<file path="src/include/ppc_pkg.sv">
package ppc_pkg;
  // register map, byte addresses
  localparam int ADDR_W = 8;
  localparam logic [7:0] OFF_DBR = 8'h00;
  localparam logic [7:0] OFF_DBF = 8'h04;
  localparam logic [7:0] OFF_FFA = 8'h08;
  localparam logic [7:0] OFF_CTRL = 8'h0c;
  localparam logic [7:0] OFF_STAT = 8'h10;
  // field layout
  localparam int DB_W = 8;
  localparam int FRAC_W = 4;
  localparam int CTRL_EN = 0;
  localparam int CTRL_DBR_EN = 1;
  localparam int CTRL_DBF_EN = 2;
  localparam int CTRL_PS_LO = 4;
  localparam int STAT_ODD = 0;
  localparam int STAT_OUT_LO = 1;
  // reset values
  localparam logic [7:0] RST_DBR = 8'h00;
  localparam logic [7:0] RST_DBF = 8'h00;
  localparam logic [3:0] RST_FFA = 4'h0;
  localparam logic [5:0] RST_CTRL = 6'h00;
  // bus answers
  localparam logic [1:0] RESP_OKAY = 2'h0;
  localparam logic [1:0] RESP_SLVERR = 2'h2;
  // prescaler divide choices
  typedef enum logic [1:0] {PS_DIV1, PS_DIV2, PS_DIV4, PS_DIV8} ppc_presc_t;
endpackage : ppc_pkg

</file>
<file path="src/include/ppc_pair_if.sv">
`timescale 1ns/100ps
// one normal/complementary output pair and its commands
interface ppc_pair_if;
  logic tick;
  logic clear;
  logic rise;
  logic fall;
  logic dbr_en;
  logic dbf_en;
  logic [ppc_pkg::DB_W-1:0] dbr_len;
  logic [ppc_pkg::DB_W-1:0] dbf_len;
  logic pri;
  logic cmp;
  modport ctl (output tick, clear, rise, fall, dbr_en, dbf_en, dbr_len, dbf_len,
               input pri, cmp);
  modport pair (input tick, clear, rise, fall, dbr_en, dbf_en, dbr_len, dbf_len,
                output pri, cmp);
endinterface : ppc_pair_if

</file>
<file path="src/logic/ppc_prescaler.sv">
`timescale 1ns/100ps
// modulator clock tick: one aclk cycle in every 1, 2, 4 or 8
module ppc_prescaler (
  // clock and reset
  input wire logic aclk,
  input wire logic aresetn,
  // control
  input wire ppc_pkg::ppc_presc_t sel,
  output logic tick
);
  logic [2:0] cnt_r;
  logic [2:0] cnt_nxt;
  logic [2:0] last;

  // terminal count per choice
  always_comb begin
    unique case (sel)
      ppc_pkg::PS_DIV1: last = 3'h0;
      ppc_pkg::PS_DIV2: last = 3'h1;
      ppc_pkg::PS_DIV4: last = 3'h3;
      ppc_pkg::PS_DIV8: last = 3'h7;
    endcase
    tick = (cnt_r >= last);
    cnt_nxt = tick ? 3'h0 : cnt_r + 3'h1;
  end

  // divider counter
  always_ff @(posedge aclk) begin
    if (!aresetn) begin
      cnt_r <= 3'h0;
    end else begin
      cnt_r <= cnt_nxt;
    end
  end
endmodule : ppc_prescaler

</file>
<file path="src/logic/ppc_pair.sv">
`timescale 1ns/100ps
// one output pair: break-before-make sequencing with dead band
module ppc_pair (
  // clock and reset
  input wire logic aclk,
  input wire logic aresetn,
  // commands and outputs
  ppc_pair_if.pair p
);
  typedef enum logic [2:0] {ST_OFF, ST_PRI, ST_DBR, ST_CMP, ST_DBF} ppc_pst_t;
  ppc_pst_t st_r;
  ppc_pst_t st_nxt;
  logic [ppc_pkg::DB_W-1:0] cnt_r;
  logic [ppc_pkg::DB_W-1:0] cnt_nxt;

  // next state: the outgoing side drops before the incoming side rises; with that dead band off or zero both switch on the same edge
  always_comb begin
    st_nxt = st_r;
    cnt_nxt = cnt_r;
    if (p.clear) begin
      st_nxt = ST_OFF;
      cnt_nxt = '0;
    end else if (p.rise) begin
      if (p.dbr_en && p.dbr_len != '0) begin
        st_nxt = ST_DBR;
        cnt_nxt = p.dbr_len;
      end else begin
        st_nxt = ST_PRI;
      end
    end else if (p.fall) begin
      if (p.dbf_en && p.dbf_len != '0) begin
        st_nxt = ST_DBF;
        cnt_nxt = p.dbf_len;
      end else begin
        st_nxt = ST_CMP;
      end
    end else if (p.tick && (st_r == ST_DBR || st_r == ST_DBF)) begin
      if (cnt_r == 8'h01) begin
        st_nxt = (st_r == ST_DBR) ? ST_PRI : ST_CMP;
        cnt_nxt = '0;
      end else begin
        cnt_nxt = cnt_r - 8'h01;
      end
    end
  end

  // state registers
  always_ff @(posedge aclk) begin
    if (!aresetn) begin
      st_r <= ST_OFF;
      cnt_r <= '0;
    end else begin
      st_r <= st_nxt;
      cnt_r <= cnt_nxt;
    end
  end

  // never both active: each is one state
  assign p.pri = (st_r == ST_PRI);
  assign p.cmp = (st_r == ST_CMP);
endmodule : ppc_pair

</file>
<file path="src/logic/ppc_top.sv">
// The implementer's own choices: register access over AXI4-Lite and the placing of the registers.
`timescale 1ns/100ps
module ppc_top (
  // clock and reset
  input wire logic aclk,
  input wire logic aresetn,
  // axi4-lite write address
  input wire logic awvalid,
  output logic awready,
  input wire logic [ppc_pkg::ADDR_W-1:0] awaddr,
  input wire logic [2:0] awprot,
  // axi4-lite write data
  input wire logic wvalid,
  output logic wready,
  input wire logic [31:0] wdata,
  input wire logic [3:0] wstrb,
  // axi4-lite write response
  output logic bvalid,
  input wire logic bready,
  output logic [1:0] bresp,
  // axi4-lite read address
  input wire logic arvalid,
  output logic arready,
  input wire logic [ppc_pkg::ADDR_W-1:0] araddr,
  input wire logic [2:0] arprot,
  // axi4-lite read data
  output logic rvalid,
  input wire logic rready,
  output logic [31:0] rdata,
  output logic [1:0] rresp,
  // time-base events, one-cycle pulses on aclk
  input wire logic period_evt,
  input wire logic rise_evt,
  input wire logic fall_evt,
  // pwm outputs
  output logic pwm_out_primary_odd,
  output logic pwm_out_primary_even,
  output logic pwm_out_compl_odd,
  output logic pwm_out_compl_even
);
  localparam int NPAIR = 2;

  ////////////////////////////////////////////////////////////////////////////
  // register file state
  logic [ppc_pkg::DB_W-1:0] rising_deadband_time_r;
  logic [ppc_pkg::DB_W-1:0] rising_deadband_time_nxt;
  logic [ppc_pkg::DB_W-1:0] falling_deadband_time_r;
  logic [ppc_pkg::DB_W-1:0] falling_deadband_time_nxt;
  logic [ppc_pkg::FRAC_W-1:0] fractional_period_adjust_r;
  logic [ppc_pkg::FRAC_W-1:0] fractional_period_adjust_nxt;
  logic [5:0] ctrl_r;
  logic [5:0] ctrl_nxt;

  // bus handshake state
  logic aw_held_r;
  logic aw_held_nxt;
  logic w_held_r;
  logic w_held_nxt;
  logic [ppc_pkg::ADDR_W-1:0] waddr_r;
  logic [ppc_pkg::ADDR_W-1:0] waddr_nxt;
  logic [7:0] wbyte_r;
  logic [7:0] wbyte_nxt;
  logic wlane_r;
  logic wlane_nxt;
  logic bvalid_r;
  logic bvalid_nxt;
  logic [1:0] bresp_r;
  logic [1:0] bresp_nxt;
  logic rvalid_r;
  logic rvalid_nxt;
  logic [31:0] rdata_r;
  logic [31:0] rdata_nxt;
  logic [1:0] rresp_r;
  logic [1:0] rresp_nxt;
  logic do_write;

  // modulator state
  logic tick;
  logic odd_r;
  logic odd_nxt;
  logic [ppc_pkg::FRAC_W-1:0] frac_acc_r;
  logic [ppc_pkg::FRAC_W-1:0] frac_acc_nxt;
  logic stretch_r;
  logic stretch_nxt;
  logic rise_pend_r;
  logic rise_pend_nxt;
  logic fall_pend_r;
  logic fall_pend_nxt;
  logic issue;
  logic [3:0] out_r;
  logic [3:0] out_nxt;

  ppc_pair_if pr [NPAIR] ();

  ////////////////////////////////////////////////////////////////////////////
  // address decode shared by reads and writes
  function automatic logic addr_ok(input logic [ppc_pkg::ADDR_W-1:0] a);
    addr_ok = (a == ppc_pkg::OFF_DBR) || (a == ppc_pkg::OFF_DBF) ||
              (a == ppc_pkg::OFF_FFA) || (a == ppc_pkg::OFF_CTRL) ||
              (a == ppc_pkg::OFF_STAT);
  endfunction : addr_ok

  ////////////////////////////////////////////////////////////////////////////
  // write channel: address and data taken in either order
  assign do_write = aw_held_r && w_held_r && !bvalid_r;

  always_comb begin
    aw_held_nxt = aw_held_r;
    w_held_nxt = w_held_r;
    waddr_nxt = waddr_r;
    wbyte_nxt = wbyte_r;
    wlane_nxt = wlane_r;
    bvalid_nxt = bvalid_r;
    bresp_nxt = bresp_r;
    if (awvalid && awready) begin // address moves on valid and ready
      aw_held_nxt = 1'b1;
      waddr_nxt = awaddr;
    end
    if (wvalid && wready) begin // data moves on valid and ready
      w_held_nxt = 1'b1;
      wbyte_nxt = wdata[7:0];
      wlane_nxt = wstrb[0];
    end
    if (do_write) begin
      aw_held_nxt = 1'b0;
      w_held_nxt = 1'b0;
      bvalid_nxt = 1'b1;
      bresp_nxt = addr_ok(waddr_r) ? ppc_pkg::RESP_OKAY : ppc_pkg::RESP_SLVERR;
    end else if (bvalid_r && bready) begin
      bvalid_nxt = 1'b0;
    end
  end

  // write handshake registers
  always_ff @(posedge aclk) begin
    if (!aresetn) begin
      aw_held_r <= 1'b0;
      w_held_r <= 1'b0;
      waddr_r <= '0;
      wbyte_r <= 8'h00;
      wlane_r <= 1'b0;
      bvalid_r <= 1'b0;
      bresp_r <= ppc_pkg::RESP_OKAY;
    end else begin
      aw_held_r <= aw_held_nxt;
      w_held_r <= w_held_nxt;
      waddr_r <= waddr_nxt;
      wbyte_r <= wbyte_nxt;
      wlane_r <= wlane_nxt;
      bvalid_r <= bvalid_nxt;
      bresp_r <= bresp_nxt;
    end
  end

  ////////////////////////////////////////////////////////////////////////////
  // register updates; only byte lane 0 carries data
  always_comb begin
    rising_deadband_time_nxt = rising_deadband_time_r;
    falling_deadband_time_nxt = falling_deadband_time_r;
    fractional_period_adjust_nxt = fractional_period_adjust_r;
    ctrl_nxt = ctrl_r;
    if (do_write && wlane_r) begin
      unique case (waddr_r)
        ppc_pkg::OFF_DBR: rising_deadband_time_nxt = wbyte_r;
        ppc_pkg::OFF_DBF: falling_deadband_time_nxt = wbyte_r;
        ppc_pkg::OFF_FFA: fractional_period_adjust_nxt = wbyte_r[3:0];
        ppc_pkg::OFF_CTRL: ctrl_nxt = wbyte_r[5:0];
        default: ;
      endcase
    end
  end

  // register storage
  always_ff @(posedge aclk) begin
    if (!aresetn) begin
      rising_deadband_time_r <= ppc_pkg::RST_DBR;
      falling_deadband_time_r <= ppc_pkg::RST_DBF;
      fractional_period_adjust_r <= ppc_pkg::RST_FFA;
      ctrl_r <= ppc_pkg::RST_CTRL;
    end else begin
      rising_deadband_time_r <= rising_deadband_time_nxt;
      falling_deadband_time_r <= falling_deadband_time_nxt;
      fractional_period_adjust_r <= fractional_period_adjust_nxt;
      ctrl_r <= ctrl_nxt;
    end
  end

  ////////////////////////////////////////////////////////////////////////////
  // read channel: one read under way, answer one cycle after the address
  always_comb begin
    rvalid_nxt = rvalid_r;
    rdata_nxt = rdata_r;
    rresp_nxt = rresp_r;
    if (arvalid && arready) begin
      rvalid_nxt = 1'b1;
      rdata_nxt = 32'h0000_0000;
      rresp_nxt = addr_ok(araddr) ? ppc_pkg::RESP_OKAY : ppc_pkg::RESP_SLVERR;
      unique case (araddr)
        ppc_pkg::OFF_DBR: rdata_nxt[7:0] = rising_deadband_time_r;
        ppc_pkg::OFF_DBF: rdata_nxt[7:0] = falling_deadband_time_r;
        ppc_pkg::OFF_FFA: rdata_nxt[3:0] = fractional_period_adjust_r;
        ppc_pkg::OFF_CTRL: rdata_nxt[5:0] = ctrl_r;
        ppc_pkg::OFF_STAT: begin
          rdata_nxt[ppc_pkg::STAT_ODD] = odd_r;
          rdata_nxt[ppc_pkg::STAT_OUT_LO +: 4] = out_r;
        end
        default: ;
      endcase
    end else if (rvalid_r && rready) begin
      rvalid_nxt = 1'b0;
    end
  end

  // read registers
  always_ff @(posedge aclk) begin
    if (!aresetn) begin
      rvalid_r <= 1'b0;
      rdata_r <= 32'h0000_0000;
      rresp_r <= ppc_pkg::RESP_OKAY;
    end else begin
      rvalid_r <= rvalid_nxt;
      rdata_r <= rdata_nxt;
      rresp_r <= rresp_nxt;
    end
  end

  // ready pulses for one cycle, only while its channel has room
  always_ff @(posedge aclk) begin
    if (!aresetn) begin
      awready <= 1'b0;
      wready <= 1'b0;
      arready <= 1'b0;
    end else begin
      awready <= awvalid && !aw_held_r && !awready;
      wready <= wvalid && !w_held_r && !wready;
      arready <= arvalid && !rvalid_r && !arready;
    end
  end
  assign bvalid = bvalid_r;
  assign bresp = bresp_r;
  assign rvalid = rvalid_r;
  assign rdata = rdata_r;
  assign rresp = rresp_r;

  ////////////////////////////////////////////////////////////////////////////
  // modulator clock
  ppc_prescaler u_presc (
    .aclk(aclk),
    .aresetn(aresetn),
    .sel(ppc_pkg::ppc_presc_t'(ctrl_r[ppc_pkg::CTRL_PS_LO +: 2])),
    .tick(tick)
  );

  ////////////////////////////////////////////////////////////////////////////
  // period alternation, fraction dither and event hold until the next tick
  assign issue = tick && !stretch_r && ctrl_r[ppc_pkg::CTRL_EN];

  always_comb begin
    logic [ppc_pkg::FRAC_W:0] sum;
    sum = {1'b0, frac_acc_r} + {1'b0, fractional_period_adjust_r};
    odd_nxt = odd_r;
    frac_acc_nxt = frac_acc_r;
    stretch_nxt = stretch_r;
    rise_pend_nxt = rise_pend_r;
    fall_pend_nxt = fall_pend_r;
    // a fall waiting behind a rise stays pending for the next tick
    if (issue) begin
      rise_pend_nxt = 1'b0;
      fall_pend_nxt = fall_pend_r && rise_pend_r;
    end
    if (tick && stretch_r) begin
      stretch_nxt = 1'b0;
    end
    if (!ctrl_r[ppc_pkg::CTRL_EN]) begin
      odd_nxt = 1'b0;
      frac_acc_nxt = '0;
      stretch_nxt = 1'b0;
      rise_pend_nxt = 1'b0;
      fall_pend_nxt = 1'b0;
    end else begin
      if (period_evt) begin
        odd_nxt = !odd_r;
        frac_acc_nxt = sum[ppc_pkg::FRAC_W-1:0];
        if (sum[ppc_pkg::FRAC_W]) begin
          stretch_nxt = 1'b1;
        end
      end
      if (rise_evt) begin
        rise_pend_nxt = 1'b1;
      end
      if (fall_evt) begin
        fall_pend_nxt = 1'b1;
      end
    end
  end

  // modulator registers
  always_ff @(posedge aclk) begin
    if (!aresetn) begin
      odd_r <= 1'b0;
      frac_acc_r <= '0;
      stretch_r <= 1'b0;
      rise_pend_r <= 1'b0;
      fall_pend_r <= 1'b0;
    end else begin
      odd_r <= odd_nxt;
      frac_acc_r <= frac_acc_nxt;
      stretch_r <= stretch_nxt;
      rise_pend_r <= rise_pend_nxt;
      fall_pend_r <= fall_pend_nxt;
    end
  end

  ////////////////////////////////////////////////////////////////////////////
  // pair 0 serves odd periods, pair 1 even periods
  for (genvar g = 0; g < NPAIR; g++) begin : g_pair
    assign pr[g].tick = tick;
    assign pr[g].clear = !ctrl_r[ppc_pkg::CTRL_EN];
    assign pr[g].rise = issue && rise_pend_r && (odd_r == (g == 0));
    assign pr[g].fall = issue && fall_pend_r && !rise_pend_r &&
                        (odd_r == (g == 0));
    assign pr[g].dbr_en = ctrl_r[ppc_pkg::CTRL_DBR_EN];
    assign pr[g].dbf_en = ctrl_r[ppc_pkg::CTRL_DBF_EN];
    assign pr[g].dbr_len = rising_deadband_time_r;
    assign pr[g].dbf_len = falling_deadband_time_r;
    ppc_pair u_pair (
      .aclk(aclk),
      .aresetn(aresetn),
      .p(pr[g])
    );
  end

  ////////////////////////////////////////////////////////////////////////////
  // fixed pin mapping: a, e, b, f
  always_comb begin
    out_nxt = {pr[1].cmp, pr[1].pri, pr[0].cmp, pr[0].pri};
  end

  // output flops
  always_ff @(posedge aclk) begin
    if (!aresetn) begin
      out_r <= 4'h0;
    end else begin
      out_r <= out_nxt;
    end
  end
  assign pwm_out_primary_odd = out_r[0];
  assign pwm_out_compl_odd = out_r[1];
  assign pwm_out_primary_even = out_r[2];
  assign pwm_out_compl_even = out_r[3];
endmodule : ppc_top

</file>
<file path="config.mk">
export PLATFORM = sky130hd
export DESIGN_NAME = ppc_top
export DESIGN_NICKNAME = d
export VERILOG_FILES = /design/src/include/ppc_pkg.sv /design/src/include/ppc_pair_if.sv /design/src/logic/ppc_prescaler.sv /design/src/logic/ppc_pair.sv /design/src/logic/ppc_top.sv
export SDC_FILE = /design/constraint.sdc
export NUM_CORES = 1
export LEC_CHECK = 0
export BUFFER_PORTS_ARGS = -buffer_cell sky130_fd_sc_hd__buf_2
export CAP_MARGIN = 0
export CORE_MARGIN = 2
export CORE_UTILIZATION = 40
export DETAILED_ROUTE_END_ITERATION = 10
export HOLD_SLACK_MARGIN = 0.06
export PLACE_DENSITY = 0.71
export REMOVE_ABC_BUFFERS = 1
export SETUP_SLACK_MARGIN = 0.02
export SLEW_MARGIN = 0
export SYNTH_ARGS = -nofsm -noshare
export SYNTH_HDL_FRONTEND = slang
export SYNTH_HIERARCHICAL = 1
export SYNTH_SLANG_ARGS = --single-unit
</file>
<file path="constraint.sdc">
create_clock -name aclk -period 3.32 [get_ports aclk]
set_input_delay 0.332 -clock aclk [delete_from_list [all_inputs] [get_ports aclk]]
set_output_delay 0.332 -clock aclk [all_outputs]
set_load 0.02 [all_outputs]
</file>
# Yosys cells after proc, flatten, opt, wreduce, memory -nomap -nowiden
# Index checks and enable logic that the tools add are counted.
# classes
n_mux	40
bitwise_logic	2
add_sub_neg	4
magnitude_cmp	1
n_reduce_logical	73
eq_ne	25
# op_table
operator	count
2-to-1 mux 8 bit	10
== test 8 x 4 -> 1 bit (second input constant)	4
logical AND 1 bit	29
2-to-1 mux 3 bit	9
case mux 4 bit (5 select lines)	1
== test 8 x 1 -> 1 bit (second input constant)	2
== test 8 x 3 -> 1 bit (second input constant)	2
== test 8 x 5 -> 1 bit (second input constant)	2
logical NOT 8 bit	2
nonzero test 8 bit	2
subtractor 8 x 1 -> 8 bit (second input constant)	2
AND reduction 2 bit	7
== test 3 x 2 -> 1 bit (second input constant)	4
case mux 3 bit (4 select lines)	1
nonzero test 3 bit	4
2-to-1 mux 1 bit	11
logical NOT 1 bit	10
logical OR 1 bit	10
2-to-1 mux 2 bit	5
nonzero test 2 bit	4
== test 3 x 1 -> 1 bit (second input constant)	2
== test 3 bit (second input constant)	2
!= test 3 x 2 -> 1 bit (second input constant)	2
AND reduction 3 bit	2
other kinds (12)	16
# totals
regBits	99

# Depth between registers and ports, before layout
# logic_depth
depth_word	10
ltp_mapped	14

# Cells and area by module
# Netlist, hierarchy kept.
# modules_own_cells
mod	instances	cells_each	area_per_inst_um2
ppc_top	1	359	3205.6
ppc_pair	2	108	870.8
ppc_prescaler	1	21	197.7

# Worst setup path after synthesis
# OpenSTA, ideal clock, no wires.
# synth_timing
path_type	register to register
start	reg ctrl_r[5]
end	reg g_pair[0].u_pair/cnt_r[7] (netlist bit)
slack_ns	0.339
path_stages_with_launch	15
setup_ns	0.059
arrival_ns	2.922
path_cell_list	dfxtp_1 -> or2_2 -> ha_1 -> nor2b_4 -> o21ai_0 -> nand2b_1 -> nor2_1 -> nand3_1 -> nor2_1 -> clkbuf_1 -> nand2_1 -> a211oi_1 -> a211oi_2 -> a2111oi_2 -> a31o_2
# synth_between
elab_chain_len	10
# synth_rtl
item	line_no	text
start, declared	ppc_top.sv:51	logic [5:0] ctrl_r;
start signal, assigned	ppc_top.sv:179	ctrl_r <= ppc_pkg::RST_CTRL;
start signal, assigned	ppc_top.sv:184	ctrl_r <= ctrl_nxt;
== test 2 bit (tied with other cells)	ppc_prescaler.sv:17	unique case (sel)
case mux 3 bit (4 select lines) *	ppc_prescaler.sv:17	
>= comparator 3 bit *	ppc_prescaler.sv:23	tick = (cnt_r >= last);
named net pr[0].tick	ppc_pair_if.sv:4	logic tick;
logical AND 1 bit * (2 in a row)	ppc_top.sv:256	assign issue = tick && !stretch_r && ctrl_r[ppc_pkg::CTRL_EN];
logical AND 1 bit * (3 in a row)	ppc_top.sv:320	assign pr[g].fall = issue && fall_pend_r && !rise_pend_r &&
named net pr[0].fall	ppc_pair_if.sv:7	logic fall;
!= test 3 x 2 -> 1 bit (no line) (tied with other cells)	--	
AND reduction 3 bit (no line) or 2-to-1 mux 8 bit (tied branches)	--	
end signal, assigned	ppc_pair.sv:54	cnt_r <= cnt_nxt;
end, declared	ppc_pair.sv:13	logic [ppc_pkg::DB_W-1:0] cnt_r;
# Mark *: on every way through the listed nets, which the timed path passes. The rest lies on a longest branch.
# A chain may end at the register's enable or synchronous reset.

# Final worst setup path
# layout_timing
start	reg ctrl_r[5]
end	reg g_pair[0].u_pair/cnt_r[7] (netlist bit)
# layout_lines
item	line_no	text
== test 2 bit (tied with other cells)	ppc_prescaler.sv:17	
case mux 3 bit (4 select lines) *	ppc_prescaler.sv:17	
>= comparator 3 bit *	ppc_prescaler.sv:23	
named net pr[0].tick	ppc_pair_if.sv:4	
logical AND 1 bit * (2 in a row)	ppc_top.sv:256	
logical AND 1 bit * (2 in a row)	ppc_top.sv:319	assign pr[g].rise = issue && rise_pend_r && (odd_r == (g == 0));
named net pr[0].rise	ppc_pair_if.sv:6	logic rise;
!= test 3 x 2 -> 1 bit (no line) (tied with other cells)	--	
AND reduction 3 bit (no line)	--	
# Marks and branches as above.

==> flow_metrics.py <==
metrics = {
    "route": {
        "routed_wl_mm": 12.4,
        "vias": 4318,
        "dr.first_iter.drc_count": 388,
        "ant_nets": 0,
        "post_drt_wl_per_cell_um": 15.2,
        "drtPass1Iterations": 5,
        "avgViaCountPerCell": 5.28,
        "drc": 0,
    },
    "cts": {
        "cts_tree": "yes",
        "htree_levels": 3,
        "cts_made_buffers": 9,
        "clk_latency_ns": 0.35,
        "clockBufferDepth": 2,
        "cts.sinks": 97,
        "clockRootBuffer": "clkbuf_16",
        "clkSlewWorstSetupHoldPaths_ns": 0.07,
        "cts_setup_buffers": 0,
    },
    "worst_setup_path": {
        "cp.arrival_ns": 3.41,
        "cp_num_buf_inv": 1,
        "path_depth": 12,
        "ff2ff_setup_slack_ns": 0.19,
        "slowest_stage": "a21oi_1",
        "crit_path_cell_trace": "or2_2 -> ha_1 -> nor2b_4 -> o21ai_0 -> buf_4 -> nand4b_1 -> nor2_1 -> nand2_1 -> a21oi_1 -> a211oi_4 -> a2111oi_2 -> a31o_2",
        "cp_top_family": "compound AO/OA/AOI/OAI gates",
        "required_ns": 3.61,
        "rr_worst_depth": 12,
        "worst_r2r_startpoint": "ctrl_r[5]",
        "crit_type": "reg -> reg",
        "cp_max_fo": 10,
        "worstSetupEndpointType": "register",
        "timing.rr.end": "g_pair[0].u_pair/cnt_r[7]",
        "start_kind": "register",
        "endpoint": "g_pair[0].u_pair/cnt_r[7]",
        "critPathMaxStageDelay_ns": 0.43,
        "crit_path_start": "ctrl_r[5]",
    },
    "logic_synthesis": {
        "yosys-top-cells-area": "dfxtp_1 (38%), nand2_1 (6.9%), mux2i_1 (6.2%), a21oi_1 (4.5%), buf_4 (3.8%)",
        "yosysMostFrequentCell": "dfxtp_1",
        "synth_edf_count": 0,
        "async_reset_ff_frac": 0,
        "ys_types": 65,
        "ys_warn_count": 6,
        "yosysSeqAreaShare": 0.377,
        "synthTopCellsByCount": "dfxtp_1 (97), nand2_1 (94), a21oi_1 (46)",
        "syn_avg_cell_area_um2": 8.63,
        "synthCells": 596,
        "syn_area_um2": 5140,
        "synthFlopType": "dfxtp_1",
        "synth-seq-cells": 97,
        "yosys.area.top_type": "dfxtp_1",
        "synth_top_cell_area_share": 0.377,
    },
    "floorplanning": {
        "fp-row-count": 41,
        "die_w_um": 117,
        "initial_core_util": 0.409,
        "fp.dieH_um": 117,
        "coreArea_um2": 12600,
        "die-area_um2": 13800,
        "ioPinCount": 113,
    },
    "placed_design": {
        "dp_slack_ns": 0.134,
        "dp_hpwl_mm": 9.00,
        "dpl_cell_area_um2": 5480,
        "gp_congestion": 0.881,
        "dpl.cell_count": 802,
        "portBuffers": 53,
    },
    "sta": {
        "setup_viol": 0,
        "hold_violations": 0,
        "post-route-period-util": 0.942,
        "setup_ws_ns": 0.193,
        "tightestPinTransition_ns": 0.756,
        "slew_viol_final": 0,
        "hold_ws_ns": 0.203,
        "period_minus_slack_ns": 3.13,
        "relSlewSlack": 0.495,
        "fmax_ghz": 0.320,
        "clock_skew_ns": 0.00927,
        "rsz0062_at_grt": "true",
    },
    "grt": {
        "overflow": 0,
        "grt_pass1_wl_mm": 20.2,
        "grt_pass1_vias": 4074,
        "antenna_found_initial": 0,
        "grt_max_degree": 28,
        "grt_util_all_layers": 0.180,
    },
    "run": {
        "drv_cap": 0,
    },
    "pwr": {
        "ir_drop_mv": 0.214,
        "p_per_area_nw_per_um2": 411,
        "leakage_nw": 2.32,
    },
    "hold_path": {
        "hp-class": "in -> reg",
    },
    "cells_and_area": {
        "layout.nets": 722,
        "drive_gt1_frac": 0.178,
        "fin_area_um2": 5820,
        "syn_to_final_growth_pct": 13.2,
        "diodes": 0,
        "final_util": 0.463,
        "final_cells": 818,
    },
    "status": {
        "outcome": "finished clean",
    },
}
[power breakdown]
group / leakage [nW] / total (mW) / switching (mW) / internal, mW
combinational: 1.39 / 0.123 / 0.0864 / 0.0362
clock: 0.151 / 1.09 / 0.472 / 0.614
sequential: 0.783 / 1.18 / 0.00893 / 1.17
total: 2.32 / 2.39 / 0.567 / 1.82
[worst min path at each step]
stage	startpoint	endpoint	slack [ns]	cells past startpoint
after floorplan	aw_held_r	awready	0.40	1
after global placement	aw_held_r	awready	0.41	1
after detailed placement	aw_held_r	awready	0.41	1
after CTS	rise_evt	rise_pend_r	0.20	3
after global routing	rise_evt	rise_pend_r	0.20	3
final	rise_evt	rise_pend_r	0.20	3
[flip-flops by register name (all words and copies together) (netlist names), 6 cells and up]
name and cells:
pr.dbr_len 8, falling_deadband_time_r 8, rdata 8, ctrl_r 6, g_pair.u_pair/st_r 6, waddr_r 8
g_pair.u_pair/cnt_r 16, wbyte_r 8
[worst min-delay path, delay by kind of cell]
kind,cells,cell delay (ns)
simple gates,1,0.06
buf+inv,1,0.08
compound gates,1,0.03
[placed cells by master (no fill, tap or decap), drive strengths merged, types with 6 or more instances in the layout]
cell    count
and2        6
clkbuf     10
or4         6
inv        27
nor4       10
a21oi      47
nand2      94
nor2b      16
ha         12
dfxtp      97
nand2b     10
nand3      18
nor3       17
xnor2       8
mux2i      32
o21ai      19
conb       26
a221oi      8
buf        61
a211oi     10
nor2       41
[cell type report]
type | count | area, um2
multi-input cells | 448 | 2940
flip-flops and latches | 97 | 1940
inverters | 24 | 90.1
clock buffers | 10 | 239
repair buffers | 61 | 325
well taps | 172 | 215
clock inverters | 6 | 71.3
fillers | 1213 | 6740
[layer usage]
metal	global-route usage	routed length, um	up-vias
met4	0.0843	270	0
met5	0	0	-
met1	0.246	5720	2016
li1	-	-	2144
met3	0.0268	681	19
met2	0.280	5720	139
[cell families (layout without fill, tap and decap cells)]
family	after synthesis	after routing	share of synthesized area
buffers and inverters	76	101	0.0761
AO/OA/AOI/OAI	120	120	0.159
multiplexers	37	37	0.0820
adder cells (fa/ha/maj)	13	13	0.0331
XOR/XNOR	12	12	0.0204
other	1	26	0.000729
AND/OR/NAND/NOR	240	240	0.251
flip-flops	97	97	0.377
[stage by stage]
step | TNS, ns | power (mW)
after floorplan | -0.0154 | 1.28
after global placement | 0 | 1.33
after detailed placement | 0 | 1.33
after CTS | 0 | 2.41
after global routing | -0.00414 | 2.48
final | 0 | 2.39
[repair_timing]
action                                  in CTS  in global routing
resized for setup                            0                  7
hold buffers                                 0                  0
endpoints found under the setup margin       0                 13
(Power assumes the default switching activity.)
